--- src/tx_clk_pkg.sv ---
// Package for the transmit clock source selector.
// Assumes a single 100 MHz system clock; all pins are sampled on it.
package tx_clk_pkg;
    // System clock period in ns
    localparam int CLOCK_PERIOD_NS = 10;
    // Crystal reference and serial bit rate, in kHz
    localparam int XTAL_KHZ = 25000;
    localparam int BIT_KHZ = 125000;
    // Frequency multiplier ratio, bit clock over crystal
    localparam int MULT_RATIO = BIT_KHZ / XTAL_KHZ;
    // Bits per transmit symbol
    localparam int SYMBOL_BITS = 5;
    // Typical multiplier lock time, in ns, and its cycle count (rounded up)
    localparam int LOCK_TIME_NS = 2000;
    localparam int LOCK_CYCLES = (LOCK_TIME_NS + CLOCK_PERIOD_NS - 1) / CLOCK_PERIOD_NS;
    localparam int LOCK_CNT_W = 8;
    // Oscillator edges without an external edge before the input counts as idle
    localparam int IDLE_WINDOW = 8;
    localparam int IDLE_CNT_W = 4;
    // Sampled pin indices
    localparam int PIN_OSC = 0;
    localparam int PIN_EXT = 1;
    localparam int PIN_RX = 2;
    localparam int PIN_COUNT = 3;
    // Reset values of the outputs
    localparam logic CLK_OUT_RST = 1'b0;
    localparam logic [4:0] SYMBOL_RST = 5'h00;

    // Source selection states, Gray coded around the loop
    typedef enum logic [1:0] {
        S_MASTER = 2'h0,
        S_LOCK_SLAVE = 2'h1,
        S_SLAVE = 2'h3,
        S_LOCK_MASTER = 2'h2
    } src_state_t;
endpackage : tx_clk_pkg

--- src/pin_edge_if.sv ---
// Interface carrying synchronised pin levels and their rising edges.
// Assumes the producer and the consumer share the system clock.
`timescale 1ns/100ps
`default_nettype none
interface pin_edge_if #(parameter int N = 3);
    logic [N-1:0] level;
    logic [N-1:0] rise;
    modport sampler (output level, output rise);
    modport user (input level, input rise);
endinterface : pin_edge_if
`default_nettype wire

--- src/pin_sampler.sv ---
// Two-stage synchroniser and rise detector for a group of pins.
// Assumes the pins are asynchronous to clock; ce freezes every stage.
`timescale 1ns/100ps
`default_nettype none
module pin_sampler #(
    parameter int N = 3
) (
    input wire logic clock,
    input wire logic sys_rst,
    input wire logic ce,
    input wire logic [N-1:0] pins,
    pin_edge_if.sampler edges
);
    logic [N-1:0] meta_reg;
    logic [N-1:0] sync_reg;
    logic [N-1:0] last_reg;
    logic [N-1:0] meta_next;
    logic [N-1:0] sync_next;
    logic [N-1:0] last_next;

    // Only the second stage reads the first; edges come from stages two and three
    always_comb begin
        meta_next = ce ? pins : meta_reg;
        sync_next = ce ? meta_reg : sync_reg;
        last_next = ce ? sync_reg : last_reg;
    end

    always_ff @(posedge clock) begin
        if (sys_rst) begin
            meta_reg <= '0;
            sync_reg <= '0;
            last_reg <= '0;
        end else begin
            meta_reg <= meta_next;
            sync_reg <= sync_next;
            last_reg <= last_next;
        end
    end

    // One rise detector per pin
    for (genvar i = 0; i < N; i++) begin : g_edge
        assign edges.rise[i] = sync_reg[i] & ~last_reg[i];
        assign edges.level[i] = sync_reg[i];
    end
endmodule : pin_sampler
`default_nettype wire

--- src/tx_clock_select.sv ---
// Transmit clock source selector: crystal master or external-clock slave.
// Assumes osc_ref_in is the crystal reference, ext_tx_clock_in the optional
// distributed clock and rx_vcxo_in the receive oscillator, all asynchronous pins.
`timescale 1ns/100ps
`default_nettype none
module tx_clock_select #(
    parameter int IDLE_EDGES = tx_clk_pkg::IDLE_WINDOW
) (
    input wire logic clock,
    input wire logic sys_rst,
    input wire logic ce,
    input wire logic osc_ref_in,
    input wire logic ext_tx_clock_in,
    input wire logic rx_vcxo_in,
    input wire logic [4:0] tx_symbol_bus,
    output logic symbol_clock_out,
    output logic byte_clock_out,
    output logic recovered_rx_clock,
    output logic slave_mode,
    output logic [4:0] tx_symbol_out,
    output logic tx_symbol_valid
);
    // Symbol rate equals the crystal rate only because the ratio matches
    localparam bit RATIO_OK = (tx_clk_pkg::MULT_RATIO == tx_clk_pkg::SYMBOL_BITS);
    localparam logic [tx_clk_pkg::LOCK_CNT_W-1:0] LOCK_LOAD =
        tx_clk_pkg::LOCK_CNT_W'(tx_clk_pkg::LOCK_CYCLES - 1);
    localparam logic [tx_clk_pkg::IDLE_CNT_W-1:0] IDLE_LAST =
        tx_clk_pkg::IDLE_CNT_W'(IDLE_EDGES - 1);

    pin_edge_if #(.N(tx_clk_pkg::PIN_COUNT)) pin_bus ();

    pin_sampler #(.N(tx_clk_pkg::PIN_COUNT)) u_pins (
        .clock(clock),
        .sys_rst(sys_rst),
        .ce(ce),
        .pins({rx_vcxo_in, ext_tx_clock_in, osc_ref_in}),
        .edges(pin_bus.sampler)
    );

    logic [4:0] bus_meta_reg;
    logic [4:0] bus_sync_reg;
    logic osc_level;
    logic osc_rise;
    logic ext_level;
    logic ext_rise;
    logic rx_level;
    assign osc_level = pin_bus.level[tx_clk_pkg::PIN_OSC];
    assign osc_rise = pin_bus.rise[tx_clk_pkg::PIN_OSC];
    assign ext_level = pin_bus.level[tx_clk_pkg::PIN_EXT];
    assign ext_rise = pin_bus.rise[tx_clk_pkg::PIN_EXT];
    assign rx_level = pin_bus.level[tx_clk_pkg::PIN_RX];

    // Symbol bus passes two stages like every other pin
    always_ff @(posedge clock) begin
        if (sys_rst) begin
            bus_meta_reg <= tx_clk_pkg::SYMBOL_RST;
            bus_sync_reg <= tx_clk_pkg::SYMBOL_RST;
        end else if (ce) begin
            bus_meta_reg <= tx_symbol_bus;
            bus_sync_reg <= bus_meta_reg;
        end
    end

    // Activity detector on the external clock
    logic ext_active_reg;
    logic ext_active_next;
    logic [tx_clk_pkg::IDLE_CNT_W-1:0] idle_cnt_reg;
    logic [tx_clk_pkg::IDLE_CNT_W-1:0] idle_cnt_next;

    // An external edge restarts the window, so it wins over an expiring count
    always_comb begin
        ext_active_next = ext_active_reg;
        idle_cnt_next = idle_cnt_reg;
        if (ext_rise) begin
            ext_active_next = 1'b1;
            idle_cnt_next = '0;
        end else if (osc_rise && ext_active_reg) begin
            if (idle_cnt_reg == IDLE_LAST) begin
                ext_active_next = 1'b0;
                idle_cnt_next = '0;
            end else begin
                idle_cnt_next = idle_cnt_reg + 1'b1;
            end
        end
    end

    always_ff @(posedge clock) begin
        if (sys_rst) begin
            ext_active_reg <= 1'b0;
            idle_cnt_reg <= '0;
        end else if (ce) begin
            ext_active_reg <= ext_active_next;
            idle_cnt_reg <= idle_cnt_next;
        end
    end

    // Source state machine and clock outputs
    tx_clk_pkg::src_state_t state_reg;
    tx_clk_pkg::src_state_t state_next;
    logic [tx_clk_pkg::LOCK_CNT_W-1:0] lock_cnt_reg;
    logic [tx_clk_pkg::LOCK_CNT_W-1:0] lock_cnt_next;
    logic sym_next;
    logic byte_next;
    logic src_level;
    logic src_rise;

    // Leave an active state only while both clocks sit low, and re-enter
    // only on a low source phase; this costs up to a byte clock period of latency
    // but guarantees full-width pulses on both outputs
    always_comb begin
        state_next = state_reg;
        lock_cnt_next = lock_cnt_reg;
        src_level = 1'b0;
        src_rise = 1'b0;
        sym_next = tx_clk_pkg::CLK_OUT_RST;
        byte_next = tx_clk_pkg::CLK_OUT_RST;
        case (state_reg)
            tx_clk_pkg::S_MASTER: begin
                src_level = osc_level;
                src_rise = osc_rise;
                if (ext_active_reg && !osc_level && !byte_clock_out) begin
                    state_next = tx_clk_pkg::S_LOCK_SLAVE;
                    lock_cnt_next = LOCK_LOAD;
                end
            end
            tx_clk_pkg::S_LOCK_SLAVE: begin
                if (!ext_active_reg) begin
                    state_next = tx_clk_pkg::S_LOCK_MASTER;
                    lock_cnt_next = LOCK_LOAD;
                end else if (lock_cnt_reg != '0) begin
                    lock_cnt_next = lock_cnt_reg - 1'b1;
                end else if (!ext_level) begin
                    state_next = tx_clk_pkg::S_SLAVE;
                end
            end
            tx_clk_pkg::S_SLAVE: begin
                src_level = ext_level;
                src_rise = ext_rise;
                if (!ext_active_reg && !ext_level && !byte_clock_out) begin
                    state_next = tx_clk_pkg::S_LOCK_MASTER;
                    lock_cnt_next = LOCK_LOAD;
                end
            end
            tx_clk_pkg::S_LOCK_MASTER: begin
                if (ext_active_reg) begin
                    state_next = tx_clk_pkg::S_LOCK_SLAVE;
                    lock_cnt_next = LOCK_LOAD;
                end else if (lock_cnt_reg != '0) begin
                    lock_cnt_next = lock_cnt_reg - 1'b1;
                end else if (!osc_level) begin
                    state_next = tx_clk_pkg::S_MASTER;
                end
            end
            default: begin
                state_next = tx_clk_pkg::S_MASTER;
            end
        endcase
        // Clocks run only in an active state that is not about to be left
        if (state_next == state_reg &&
            (state_reg == tx_clk_pkg::S_MASTER || state_reg == tx_clk_pkg::S_SLAVE)) begin
            sym_next = src_level && RATIO_OK;
            byte_next = src_rise ? ~byte_clock_out : byte_clock_out;
        end
    end

    always_ff @(posedge clock) begin
        if (sys_rst) begin
            state_reg <= tx_clk_pkg::S_MASTER;
            lock_cnt_reg <= '0;
            symbol_clock_out <= tx_clk_pkg::CLK_OUT_RST;
            byte_clock_out <= tx_clk_pkg::CLK_OUT_RST;
            slave_mode <= 1'b0;
        end else if (ce) begin
            state_reg <= state_next;
            lock_cnt_reg <= lock_cnt_next;
            symbol_clock_out <= sym_next;
            byte_clock_out <= byte_next;
            slave_mode <= (state_next == tx_clk_pkg::S_SLAVE);
        end
    end

    // Symbol capture and receive clock
    logic [4:0] sym_cap_next;
    logic sym_valid_next;
    logic rx_clk_next;

    // Capture on the source pin edge itself (external in slave, oscillator in master), never on the derived symbol clock
    always_comb begin
        sym_cap_next = tx_symbol_out;
        sym_valid_next = 1'b0;
        rx_clk_next = rx_level;
        if (state_reg == tx_clk_pkg::S_SLAVE && ext_rise) begin
            sym_cap_next = bus_sync_reg;
            sym_valid_next = 1'b1;
        end else if (state_reg == tx_clk_pkg::S_MASTER && osc_rise) begin
            sym_cap_next = bus_sync_reg;
            sym_valid_next = 1'b1;
        end
    end

    always_ff @(posedge clock) begin
        if (sys_rst) begin
            tx_symbol_out <= tx_clk_pkg::SYMBOL_RST;
            tx_symbol_valid <= 1'b0;
            recovered_rx_clock <= tx_clk_pkg::CLK_OUT_RST;
        end else if (ce) begin
            tx_symbol_out <= sym_cap_next;
            tx_symbol_valid <= sym_valid_next;
            recovered_rx_clock <= rx_clk_next;
        end
    end

    lock_quiet_a: assert property (@(posedge clock) disable iff (sys_rst)
        (ce && (state_reg == tx_clk_pkg::S_LOCK_SLAVE || state_reg == tx_clk_pkg::S_LOCK_MASTER))
        |=> !symbol_clock_out && !byte_clock_out && !tx_symbol_valid)
        else $error("clock outputs not low while locking");
    master_follow_a: assert property (@(posedge clock) disable iff (sys_rst)
        (ce && state_reg == tx_clk_pkg::S_MASTER && state_next == tx_clk_pkg::S_MASTER)
        |=> symbol_clock_out == $past(osc_level))
        else $error("symbol clock not following oscillator");
    slave_follow_a: assert property (@(posedge clock) disable iff (sys_rst)
        (ce && state_reg == tx_clk_pkg::S_SLAVE && state_next == tx_clk_pkg::S_SLAVE)
        |=> symbol_clock_out == $past(ext_level) && slave_mode)
        else $error("symbol clock not following external clock");
    slave_capture_a: assert property (@(posedge clock) disable iff (sys_rst)
        (ce && state_reg == tx_clk_pkg::S_SLAVE && ext_rise)
        |=> tx_symbol_valid && tx_symbol_out == $past(bus_sync_reg))
        else $error("symbol bus not captured on external edge");
    rx_clock_a: assert property (@(posedge clock) disable iff (sys_rst)
        ce |=> recovered_rx_clock == $past(rx_level))
        else $error("receive clock not driven");
    auto_slave_a: assert property (@(posedge clock) disable iff (sys_rst)
        (ce && state_reg == tx_clk_pkg::S_MASTER && ext_active_reg && !osc_level
        && !byte_clock_out) |=> state_reg == tx_clk_pkg::S_LOCK_SLAVE
        && lock_cnt_reg == LOCK_LOAD)
        else $error("no switch toward slave");
    idle_master_a: assert property (@(posedge clock) disable iff (sys_rst)
        (ce && state_reg == tx_clk_pkg::S_SLAVE && !ext_active_reg && !ext_level
        && !byte_clock_out) |=> state_reg == tx_clk_pkg::S_LOCK_MASTER)
        else $error("no fallback to oscillator");
    lock_wait_a: assert property (@(posedge clock) disable iff (sys_rst)
        (ce && state_reg == tx_clk_pkg::S_LOCK_SLAVE && lock_cnt_reg != '0
        && ext_active_reg) |=> state_reg == tx_clk_pkg::S_LOCK_SLAVE)
        else $error("lock wait cut short");
    byte_toggle_a: assert property (@(posedge clock) disable iff (sys_rst)
        (ce && state_reg == tx_clk_pkg::S_MASTER && state_next == tx_clk_pkg::S_MASTER
        && osc_rise) |=> byte_clock_out != $past(byte_clock_out))
        else $error("byte clock missed a symbol edge");
endmodule : tx_clock_select
`default_nettype wire

--- config.mk ---
export PLATFORM = sky130hd
export DESIGN_NAME = tx_clock_select
export DESIGN_NICKNAME = d
export VERILOG_FILES = /design/src/tx_clk_pkg.sv /design/src/pin_edge_if.sv /design/src/pin_sampler.sv /design/src/tx_clock_select.sv
export SDC_FILE = /design/constraint.sdc
export NUM_CORES = 1
export LEC_CHECK = 0
export BUFFER_PORTS_ARGS = -buffer_cell sky130_fd_sc_hd__clkbuf_2
export CORE_AREA = 2 2 89 91
export CTS_BUF_LIST = sky130_fd_sc_hd__clkbuf_8
export CTS_CLUSTER_SIZE = 12
export DETAILED_ROUTE_END_ITERATION = 8
export DIE_AREA = 0 0 91 93
export HOLD_SLACK_MARGIN = 0.12
export PLACE_DENSITY_LB_ADDON = 0.08
export REMOVE_ABC_BUFFERS = 1
export SYNTH_ARGS = -nofsm -noshare
export SYNTH_HDL_FRONTEND = slang
export SYNTH_SLANG_ARGS = --single-unit
--- constraint.sdc ---
create_clock -name clock -period 3 [get_ports clock]
set_clock_uncertainty 0.1 [all_clocks]
set_input_delay 0.45 -clock clock [delete_from_list [all_inputs] [get_ports clock]]
set_output_delay 0.45 -clock clock [all_outputs]
set_load 0.02 [all_outputs]
==> flow_results.org, run 1 <==
** Status
- Run status :: finished, final reports clean

** Global routing
- Met2 Resource Use GR :: 0.183
- Global-route wire length before repair :: 8100 microns
- The total overflow left after global routing is 0.
- All-layer global routing usage :: 0.119
- Entering global routing, the biggest net connects 27 pins.
- Most Crowded Layer GR :: met2
- For met1 alone, demand over resource in global routing was 0.159.
- Initial antenna violation count :: 0
- Fraction of met3 tracks used by global routing :: 0.0379
- Vias in the first global route :: 1706

** Synthesis
- Synthesis warning total :: 0
- Seq/Total Area, Yosys :: 0.397
- Flops & latches, synth :: 43
- After synthesis the cells add up to 2170 sq um.
- A synthesized cell averages 8.90 sq um.
- Count of unique library cells instantiated by Yosys :: 48
- The cell count after synthesis came out at 244.

** Critical path
- Critical path launch point type :: flip-flop
- In this run the critical register-to-register path is launched from state_reg[1].
- The critical path in this run is classified as flip-flop to flip-flop.
- Critical path origin :: state_reg[1]
- Data required, critical path :: 3.12 ns
- Setup slack of the worst register-to-register path :: 0.70 ns
- The worst setup path is captured at a flip-flop.
- Length in cells of the worst reg-to-reg path :: 8
- Crit Path Max Fanout :: 9
- The endpoint identified for the worst register-to-register timing path is byte_clock_out.
- At the worst endpoint, the arrival time is 2.42 ns.

** Timing
- Setup tns final :: 0 ns
- Setup repair after global routing missed its margin :: false
- For this run, the top clock speed supported by timing is 434 MHz.
- Counting I/O delays and the setup requirement, the final critical path takes 2.30 ns.
- The final count of pins violating max slew is 0.
- Part of the cycle the worst path needs :: 0.767
- Max_slew headroom :: 0.608
- For the pin with the worst max-slew slack, the measured transition is 0.587 ns.
- Setup violations remaining at the end of the flow were counted as 0.
- Hold Vio Cnt, Final :: 0

** Die
- Placement Rows :: 32
- The die is 91 microns wide.
- Die Outline Area :: 8460 sq um
- Starting density of the core :: 0.288
- DIE HEIGHT :: 93 microns
- Floorplan Core Area :: 7530 sq um
- Top Ports :: 21

** Route
- The first detailed-routing pass took 4 iterations.
- Detail-routed net length per standard cell :: 12.8 microns
- Antenna viol nets, final :: 0
- Final wirelength :: 4660 microns
- DRC violation count after routing :: 0
- Drt initial violations :: 34
- In the routed layout, each cell is associated on average with a via count of 4.69.
- Via count of the routed design :: 1707

** Clock tree
- Setup repair bufs after CTS :: 0
- Cts bufs inserted :: 5
- The H-tree was split into 2 levels.
- CTS tree :: yes
- The tree is rooted in a sky130_fd_sc_hd__clkbuf_8.
- Longest Clk Path Bufs :: 2
- After clock tree synthesis, the repair step resized 0 gates.
- Clock latency on the worst-skew pair, taken at its later pin, is 0.29 ns.
- Clock-pin slew was measured on the worst setup and hold paths at 0.08 ns.
- Number of sinks on the clock net :: 43
- Buffers inserted to repair hold after CTS numbered 0.

** Final layout
- Diodes inserted :: 0
- Of the cells placed in the final design, the portion with a size suffix greater than 1 is 0.160.
- Number of filler cells placed in the layout :: 821
- The sequential cells in the finished layout cover a total of 861 sq um.
- Area delta synth->final :: 14.2%
- After the last flow step, the layout net total stands at 281.
- Multi-input gate area in the final layout :: 1240 sq um
- Largest register FFs :: 8
- Once layout is complete, the utilization of the core stands at 0.329.

** Hold path
- WHS Endpoint :: u_pins.meta_reg[1]
- The min-delay analysis places its worst path in the category input pin to flip-flop.
- Worst hold path cell count :: 3
- The worst hold path begins at ext_tx_clock_in.

** Pwr
- Overall power of the completed layout :: 1.39 mW
- Peak supply drop :: 0.190 mV
- P_leak :: 1.08 nW
- Dividing total power by cell area gives a power density of 562 nW/um^2.

** Placement
- Number of input and output port buffers inserted :: 20
- Placer Congestion :: 0.777
- Detailed placement finished with a half-perimeter wire length of 3310 microns.

** Job
- Count of max-cap constraint violations :: 0
[placed cells by master, fill, tap and decap left out, types with 2 or more instances in the layout]
cell type / n
sky130_fd_sc_hd__nand2_1: 15
sky130_fd_sc_hd__nor2b_1: 3
sky130_fd_sc_hd__dfxtp_1: 43
sky130_fd_sc_hd__a22oi_1: 3
sky130_fd_sc_hd__o21ai_0: 5
sky130_fd_sc_hd__nor2_1: 46
sky130_fd_sc_hd__o22ai_1: 5
sky130_fd_sc_hd__a22o_1: 2
sky130_fd_sc_hd__a21oi_1: 14
sky130_fd_sc_hd__clkbuf_2: 20
sky130_fd_sc_hd__clkbuf_8: 5
sky130_fd_sc_hd__nand2b_1: 6
sky130_fd_sc_hd__inv_1: 7
sky130_fd_sc_hd__a21o_1: 3
sky130_fd_sc_hd__ha_1: 8
sky130_fd_sc_hd__a2111oi_0: 2
sky130_fd_sc_hd__mux2i_1: 26
sky130_fd_sc_hd__xor2_1: 3
sky130_fd_sc_hd__buf_4: 3
sky130_fd_sc_hd__nand4_1: 3
sky130_fd_sc_hd__nand3_1: 6
sky130_fd_sc_hd__nor3_1: 3
sky130_fd_sc_hd__and3_1: 2
sky130_fd_sc_hd__a31oi_1: 2
sky130_fd_sc_hd__xnor2_1: 2
[power breakdown]
part / total [mW] / internal (mW) / switching [mW]
registers: 0.633 / 0.599 / 0.0347
logic: 0.314 / 0.141 / 0.174
clock network: 0.445 / 0.244 / 0.202
total: 1.39 / 0.983 / 0.410
[final cells by class]
cell class | instances | area share
Clock buffer | 5 | 0.0277
Tap cell | 102 | 0.0515
Inverter | 7 | 0.0106
Multi-Input combinational cell | 182 | 0.498
Sequential cell | 43 | 0.347
Clock inverter | 2 | 0.0151
Timing Repair Buffer | 23 | 0.0494
[how the worst max path moves through the flow]
stage	end	slack [ns]	depth (start not counted)
after floorplan	state_reg[1]	0.95	7
after global placement	byte_clock_out	0.75	8
after detailed placement	byte_clock_out	0.72	8
after global routing	slave_mode	0.49	8
final	byte_clock_out	0.70	8
after CTS	byte_clock_out	0.71	8
[cells in the mapped netlist, drive strengths merged]
| library cell | instances | area share |
|---|---|---|
| nand4b | 1 | 0.0040 |
| ha | 8 | 0.046 |
| nand2b | 6 | 0.017 |
| buf | 7 | 0.013 |
| nand3 | 6 | 0.014 |
| o31a | 1 | 0.0046 |
| and3b | 1 | 0.0046 |
| o211ai | 2 | 0.0092 |
| clkbuf | 5 | 0.0086 |
| o31ai | 2 | 0.013 |
| a211o | 1 | 0.0040 |
| nand4 | 4 | 0.018 |
| o21ba | 1 | 0.0046 |
| a311oi | 1 | 0.0040 |
| a21o | 3 | 0.010 |
| and3 | 2 | 0.0058 |
| a22oi | 3 | 0.010 |
| nor2b | 3 | 0.0086 |
| mux2 | 1 | 0.0052 |
| dfxtp | 43 | 0.40 |
| or4b | 1 | 0.0046 |
| nand2 | 15 | 0.026 |
| nor3 | 3 | 0.0069 |
| a22o | 2 | 0.0081 |
| o22ai | 5 | 0.014 |
| nor4 | 2 | 0.013 |
| inv | 7 | 0.012 |
| xor2 | 3 | 0.012 |
| or2 | 1 | 0.0029 |
| mux2i | 26 | 0.12 |
| nor4b | 1 | 0.0069 |
| o21a | 1 | 0.0035 |
| a2111oi | 2 | 0.0081 |
| xnor2 | 2 | 0.0081 |
| o2111ai | 1 | 0.0040 |
| or4 | 2 | 0.0086 |
| a21oi | 15 | 0.036 |
| o21ai | 5 | 0.012 |
| nor2 | 46 | 0.080 |
| a21boi | 1 | 0.0052 |
| a31oi | 2 | 0.0058 |
[stage by stage]
step                instance area (sq um)  cells  hold WS (ns)  setup slack (ns)
floorplan                            2120    232         0.360             0.955
finish                               2480    364         0.294             0.698
CTS                                  2480    364         0.278             0.706
detailed placement                   2370    357         0.366             0.718
global placement                     2370    357         0.371             0.745
global route                         2480    364         0.292             0.494
[cells by family after synthesis]
group           Yosys count  share of synthesized area
simple gates             94                      0.221
compound gates           48                      0.157
flops                    43                      0.397
mux                      27                      0.125
buf+inv                  19                     0.0340
fa+ha+maj                 8                     0.0461
xor+xnor                  5                     0.0202
[critical path: stages (launching register included)]
cell and delay [ns]:
sky130_fd_sc_hd__dfxtp_1 0.52, sky130_fd_sc_hd__inv_1 0.15, sky130_fd_sc_hd__ha_1 0.36, sky130_fd_sc_hd__or2_2 0.31, sky130_fd_sc_hd__o22ai_1 0.13, sky130_fd_sc_hd__o211ai_1 0.11, sky130_fd_sc_hd__a31oi_1 0.27, sky130_fd_sc_hd__nand4_1 0.13
sky130_fd_sc_hd__a31oi_1 0.17
[metal layers]
metal	wire length, microns	part of all wire	up-vias
met2	2090	0.45	27
met4	69	0.015	0
li1	-	-	893
met1	2340	0.50	783
met5	0	0	-
met3	166	0.036	4
(Power assumes the default switching activity.)
==> run 2: changes to the inputs <==
==> constraint.sdc (replaced) <==
create_clock -name clock -period 2.1 [get_ports clock]
set_clock_uncertainty 0.1 [all_clocks]
set_input_delay 0.315 -clock clock [delete_from_list [all_inputs] [get_ports clock]]
set_output_delay 0.315 -clock clock [all_outputs]
set_load 0.02 [all_outputs]
==> run 2 against run 1 <==
  * Sequential share of layout area down 2.5 points
  * Clock power increased by 18%
  * Worst setup slack lost 0.61 ns
  * First-iteration DRC count decreased by 12%
  * Final cell count up 6.9%
  * Global-route usage rose by 0.086 points
  * Utilization rose by 2.6 points
  * Critical path depth did not move
  * Critical path type unchanged
  * Critical endpoint unchanged
  * Largest power group unchanged
==> flow_results.org, run 2 (synthesis results as in run 1) <==
** Status
- The run finished with clean final reports.

** Die
- The starting density of the core came to 0.288 (unchanged).
- The vertical die dimension was 93 microns (unchanged).
- The standard cell core area is 7530 sq um (unchanged).
- The area enclosed by the die boundary is 8460 sq um (unchanged).
- The x dimension of the die was 91 microns (unchanged).
- Placement Rows :: 32 (unchanged)
- Top Ports :: 21 (unchanged)

** Pwr
- Peak supply drop :: 0.335 mV (+77%)
- The power density relative to cell area is 743 nW/um^2 (+32%).
- P_leak :: 1.19 nW (+10%)

** Critical path
- STA classifies the critical path startpoint as a flip-flop.
- Gate family responsible for the most delay along the worst path :: compound AO/OA/AOI/OAI gates
- The required arrival time at the worst endpoint was 2.22 ns (-0.90 ns).
- Classification of the worst setup path :: flip-flop to flip-flop
- The biggest fanout along the worst timing path is 4 (-5).
- Startpoint of the lowest-slack register-to-register path :: state_reg[0]
- CP arrival :: 2.13 ns (-0.29 ns)
- STA classifies the critical path endpoint as a flip-flop.
- Length in cells of the worst reg-to-reg path :: 8 (unchanged)
- In this run the critical register-to-register path is captured at byte_clock_out.
- Setup slack of the worst register-to-register path :: 0.09 ns (-0.61 ns)
- The critical path starts at state_reg[0].
- Following the worst setup path forward leads to its endpoint at byte_clock_out.
- For this design, the slowest cell found on the critical path is sky130_fd_sc_hd__dfxtp_2.
- Largest stage delay, worst path :: 0.34 ns (-0.18 ns)
- Cell chain of the critical path :: inv_1, ha_1, or2_2, o22ai_1, o211ai_1, a31oi_2, nand3_1, a31oi_1
- Buffers and inverters on the worst path :: 1 (unchanged)
- Stages on the worst setup path :: 8 (unchanged)

** Route
- The routed via count divided by cell count is 4.61 (-1.6%).
- Via count of the routed design :: 1795 (+5.2%)
- The iteration count of the initial detailed-routing pass was 4 (unchanged).
- The count of unresolved DRC violations after routing was 0 (unchanged).
- Antenna viol nets, final :: 0 (unchanged)
- The routed wire length came to 4710 microns (+1.1%).
- The average wire length per cell after detail routing was 12.1 microns (-5.4%).
- Drt initial violations :: 30 (-12%)

** Timing
- The final-report setup violation count came to 0 (unchanged).
- The worst max-slew margin expressed relative to the limit came to 0.610 (+0.00167).
- The maximum frequency from static timing analysis came to 498 MHz (+15%).
- Final period demand of the worst path :: 2.01 ns (-0.293 ns)
- Final Worst Setup Slack :: 0.0908 ns (-0.607 ns)
- Pins Over Slew Limit :: 0 (unchanged)
- The transition time at the pin with the least slew margin came to 0.585 ns (-0.00250 ns).
- Setup repair after global routing missed its margin :: true
- The final period utilization came to 0.957 (+0.189).
- The final-layout worst hold slack came to 0.149 ns (-0.146 ns).
- The count of final hold-check violations is 0 (unchanged).
- The summed negative setup slack over all endpoints is 0 ns (unchanged).

** Placement
- Pre-CTS setup slack :: -0.0709 ns (-0.788 ns)
- The routability congestion estimate came to 0.863 (+11%).
- Number of instances in the placed design :: 378 (+5.9%)
- The total half-perimeter wirelength after legalization and detailed placement is 3430 microns (+3.7%).
- The count of input and output buffers came to 20 (unchanged).
- The post-place instance area came to 2530 sq um (+6.6%).

** Global routing
- The via count of the first global-routing pass came to 1813 (+6.3%).
- All-layer global routing usage :: 0.120 (+0.000860)
- Maximum number of pins on one net before global-route repair :: 27 (unchanged)
- The wire length of the first global-routing pass came to 8290 microns (+2.4%).
- The total congestion overflow after global routing is 0 (unchanged).
- The number of antenna violations at the first check in global routing came to 0 (unchanged).

** Clock tree
- The clock latency at the later pin of the worst-skew pair is 0.29 ns (about the same).
- Number of hold buffers added after CTS :: 0 (unchanged)
- The clock buffer count from CTS is 5 (unchanged).
- The buffer levels on the longest clock path was 2 (unchanged).
- The root buffer cell chosen for the clock tree is sky130_fd_sc_hd__clkbuf_8.
- CTS tree :: yes
- The H-tree depth is 2 (unchanged).
- The clock-pin slew on the worst setup and hold paths is 0.09 ns (about the same).
- The clock net sink count came to 43 (unchanged).

** Job
- Count of max-cap constraint violations :: 0 (unchanged)

** Final layout
- The fraction of final layout cells sized beyond drive strength 1 is 0.272 (+0.111).
- The cell area after layout is 2680 sq um (+8.0%).
- Count of nets after finishing :: 305 (+8.5%)
- The number of antenna diodes came to 0 (unchanged).
- The flip-flop count of the largest register, all copies and words added was 8 (unchanged).
- Area delta synth->final :: 23.4%
- In the layout the commonest cells are 46 x sky130_fd_sc_hd__nor2_1, 42 x sky130_fd_sc_hd__dfxtp_1, 27 x sky130_fd_sc_hd__buf_4.
- Most common cell after layout, fill and taps aside :: sky130_fd_sc_hd__nor2_1
- Final non-filler cell total :: 389 (+6.9%)

** Hold path
- Worst hold path cell count :: 3 (unchanged)
- The tightest min-delay check is of the input pin to flip-flop type.
==> run 2: cell count changes in the layout (fill, tap and decap cells not counted), sizes merged <==
cell	previous run	this run
buf	3	27
bufinv	1	0
clkinv	0	1
clkinvlp	1	2
==> run 2: worst min-delay path by stage <==
stage / from / endpoint / slack (ns)
floorplan: sys_rst / state_reg[1] / 0.28
global placement: symbol_clock_out / symbol_clock_out / 0.37
detailed placement: symbol_clock_out / symbol_clock_out / 0.37
CTS: tx_symbol_bus[4] / bus_meta_reg[4] / 0.14
global route: osc_ref_in / u_pins.meta_reg[0] / 0.16
finish: tx_symbol_bus[4] / bus_meta_reg[4] / 0.15
==> run 2: layout make-up <==
type	instances	area [sq um]
flip-flops and latches	43	862
inverters	7	26.3
clock buffers	5	68.8
clock inverters	3	20.0
fillers	837	4850
well taps	102	128
repair buffers	47	303
multi-input cells	182	1270
==> run 2: power by group <==
group | internal (mW) | switching (mW)
logic | 0.284 | 0.295
clock network | 0.231 | 0.292
registers | 0.856 | 0.0335
==> run 2: per-layer routing <==
layer,share of wire,up-vias,track usage,wire [microns]
li1,-,936,-,-
met1,0.49,835,0.150,2320
met2,0.47,18,0.204,2190
met3,0.026,6,0.0258,121
met4,0.015,0,0.0442,71
met5,0,-,0,0
==> run 2: repair_timing <==
action,4_1_cts,5_1_grt
endpoints found under the hold margin,0,0
pin swaps,0,6
buffers inserted,0,3
setup endpoints to repair,3,13
gates resized for setup,3,11
==> run 2: worst register-to-register path: stages (launching register included) <==
cell                       delay [ns]
sky130_fd_sc_hd__dfxtp_2         0.34
sky130_fd_sc_hd__inv_1           0.09
sky130_fd_sc_hd__ha_1            0.32
sky130_fd_sc_hd__or2_2           0.29
sky130_fd_sc_hd__o22ai_1         0.14
sky130_fd_sc_hd__o211ai_1        0.13
sky130_fd_sc_hd__a31oi_2         0.25
sky130_fd_sc_hd__nand3_1         0.11
sky130_fd_sc_hd__a31oi_1         0.17
==> run 2: per-stage QoR <==
step / total power, mW / utilization
final: 1.99 / 0.356
after global routing: 2.12 / 0.356
after CTS: 2.00 / 0.349
after detailed placement: 1.45 / 0.336
after global placement: 1.46 / 0.336
after floorplan: 1.25 / -
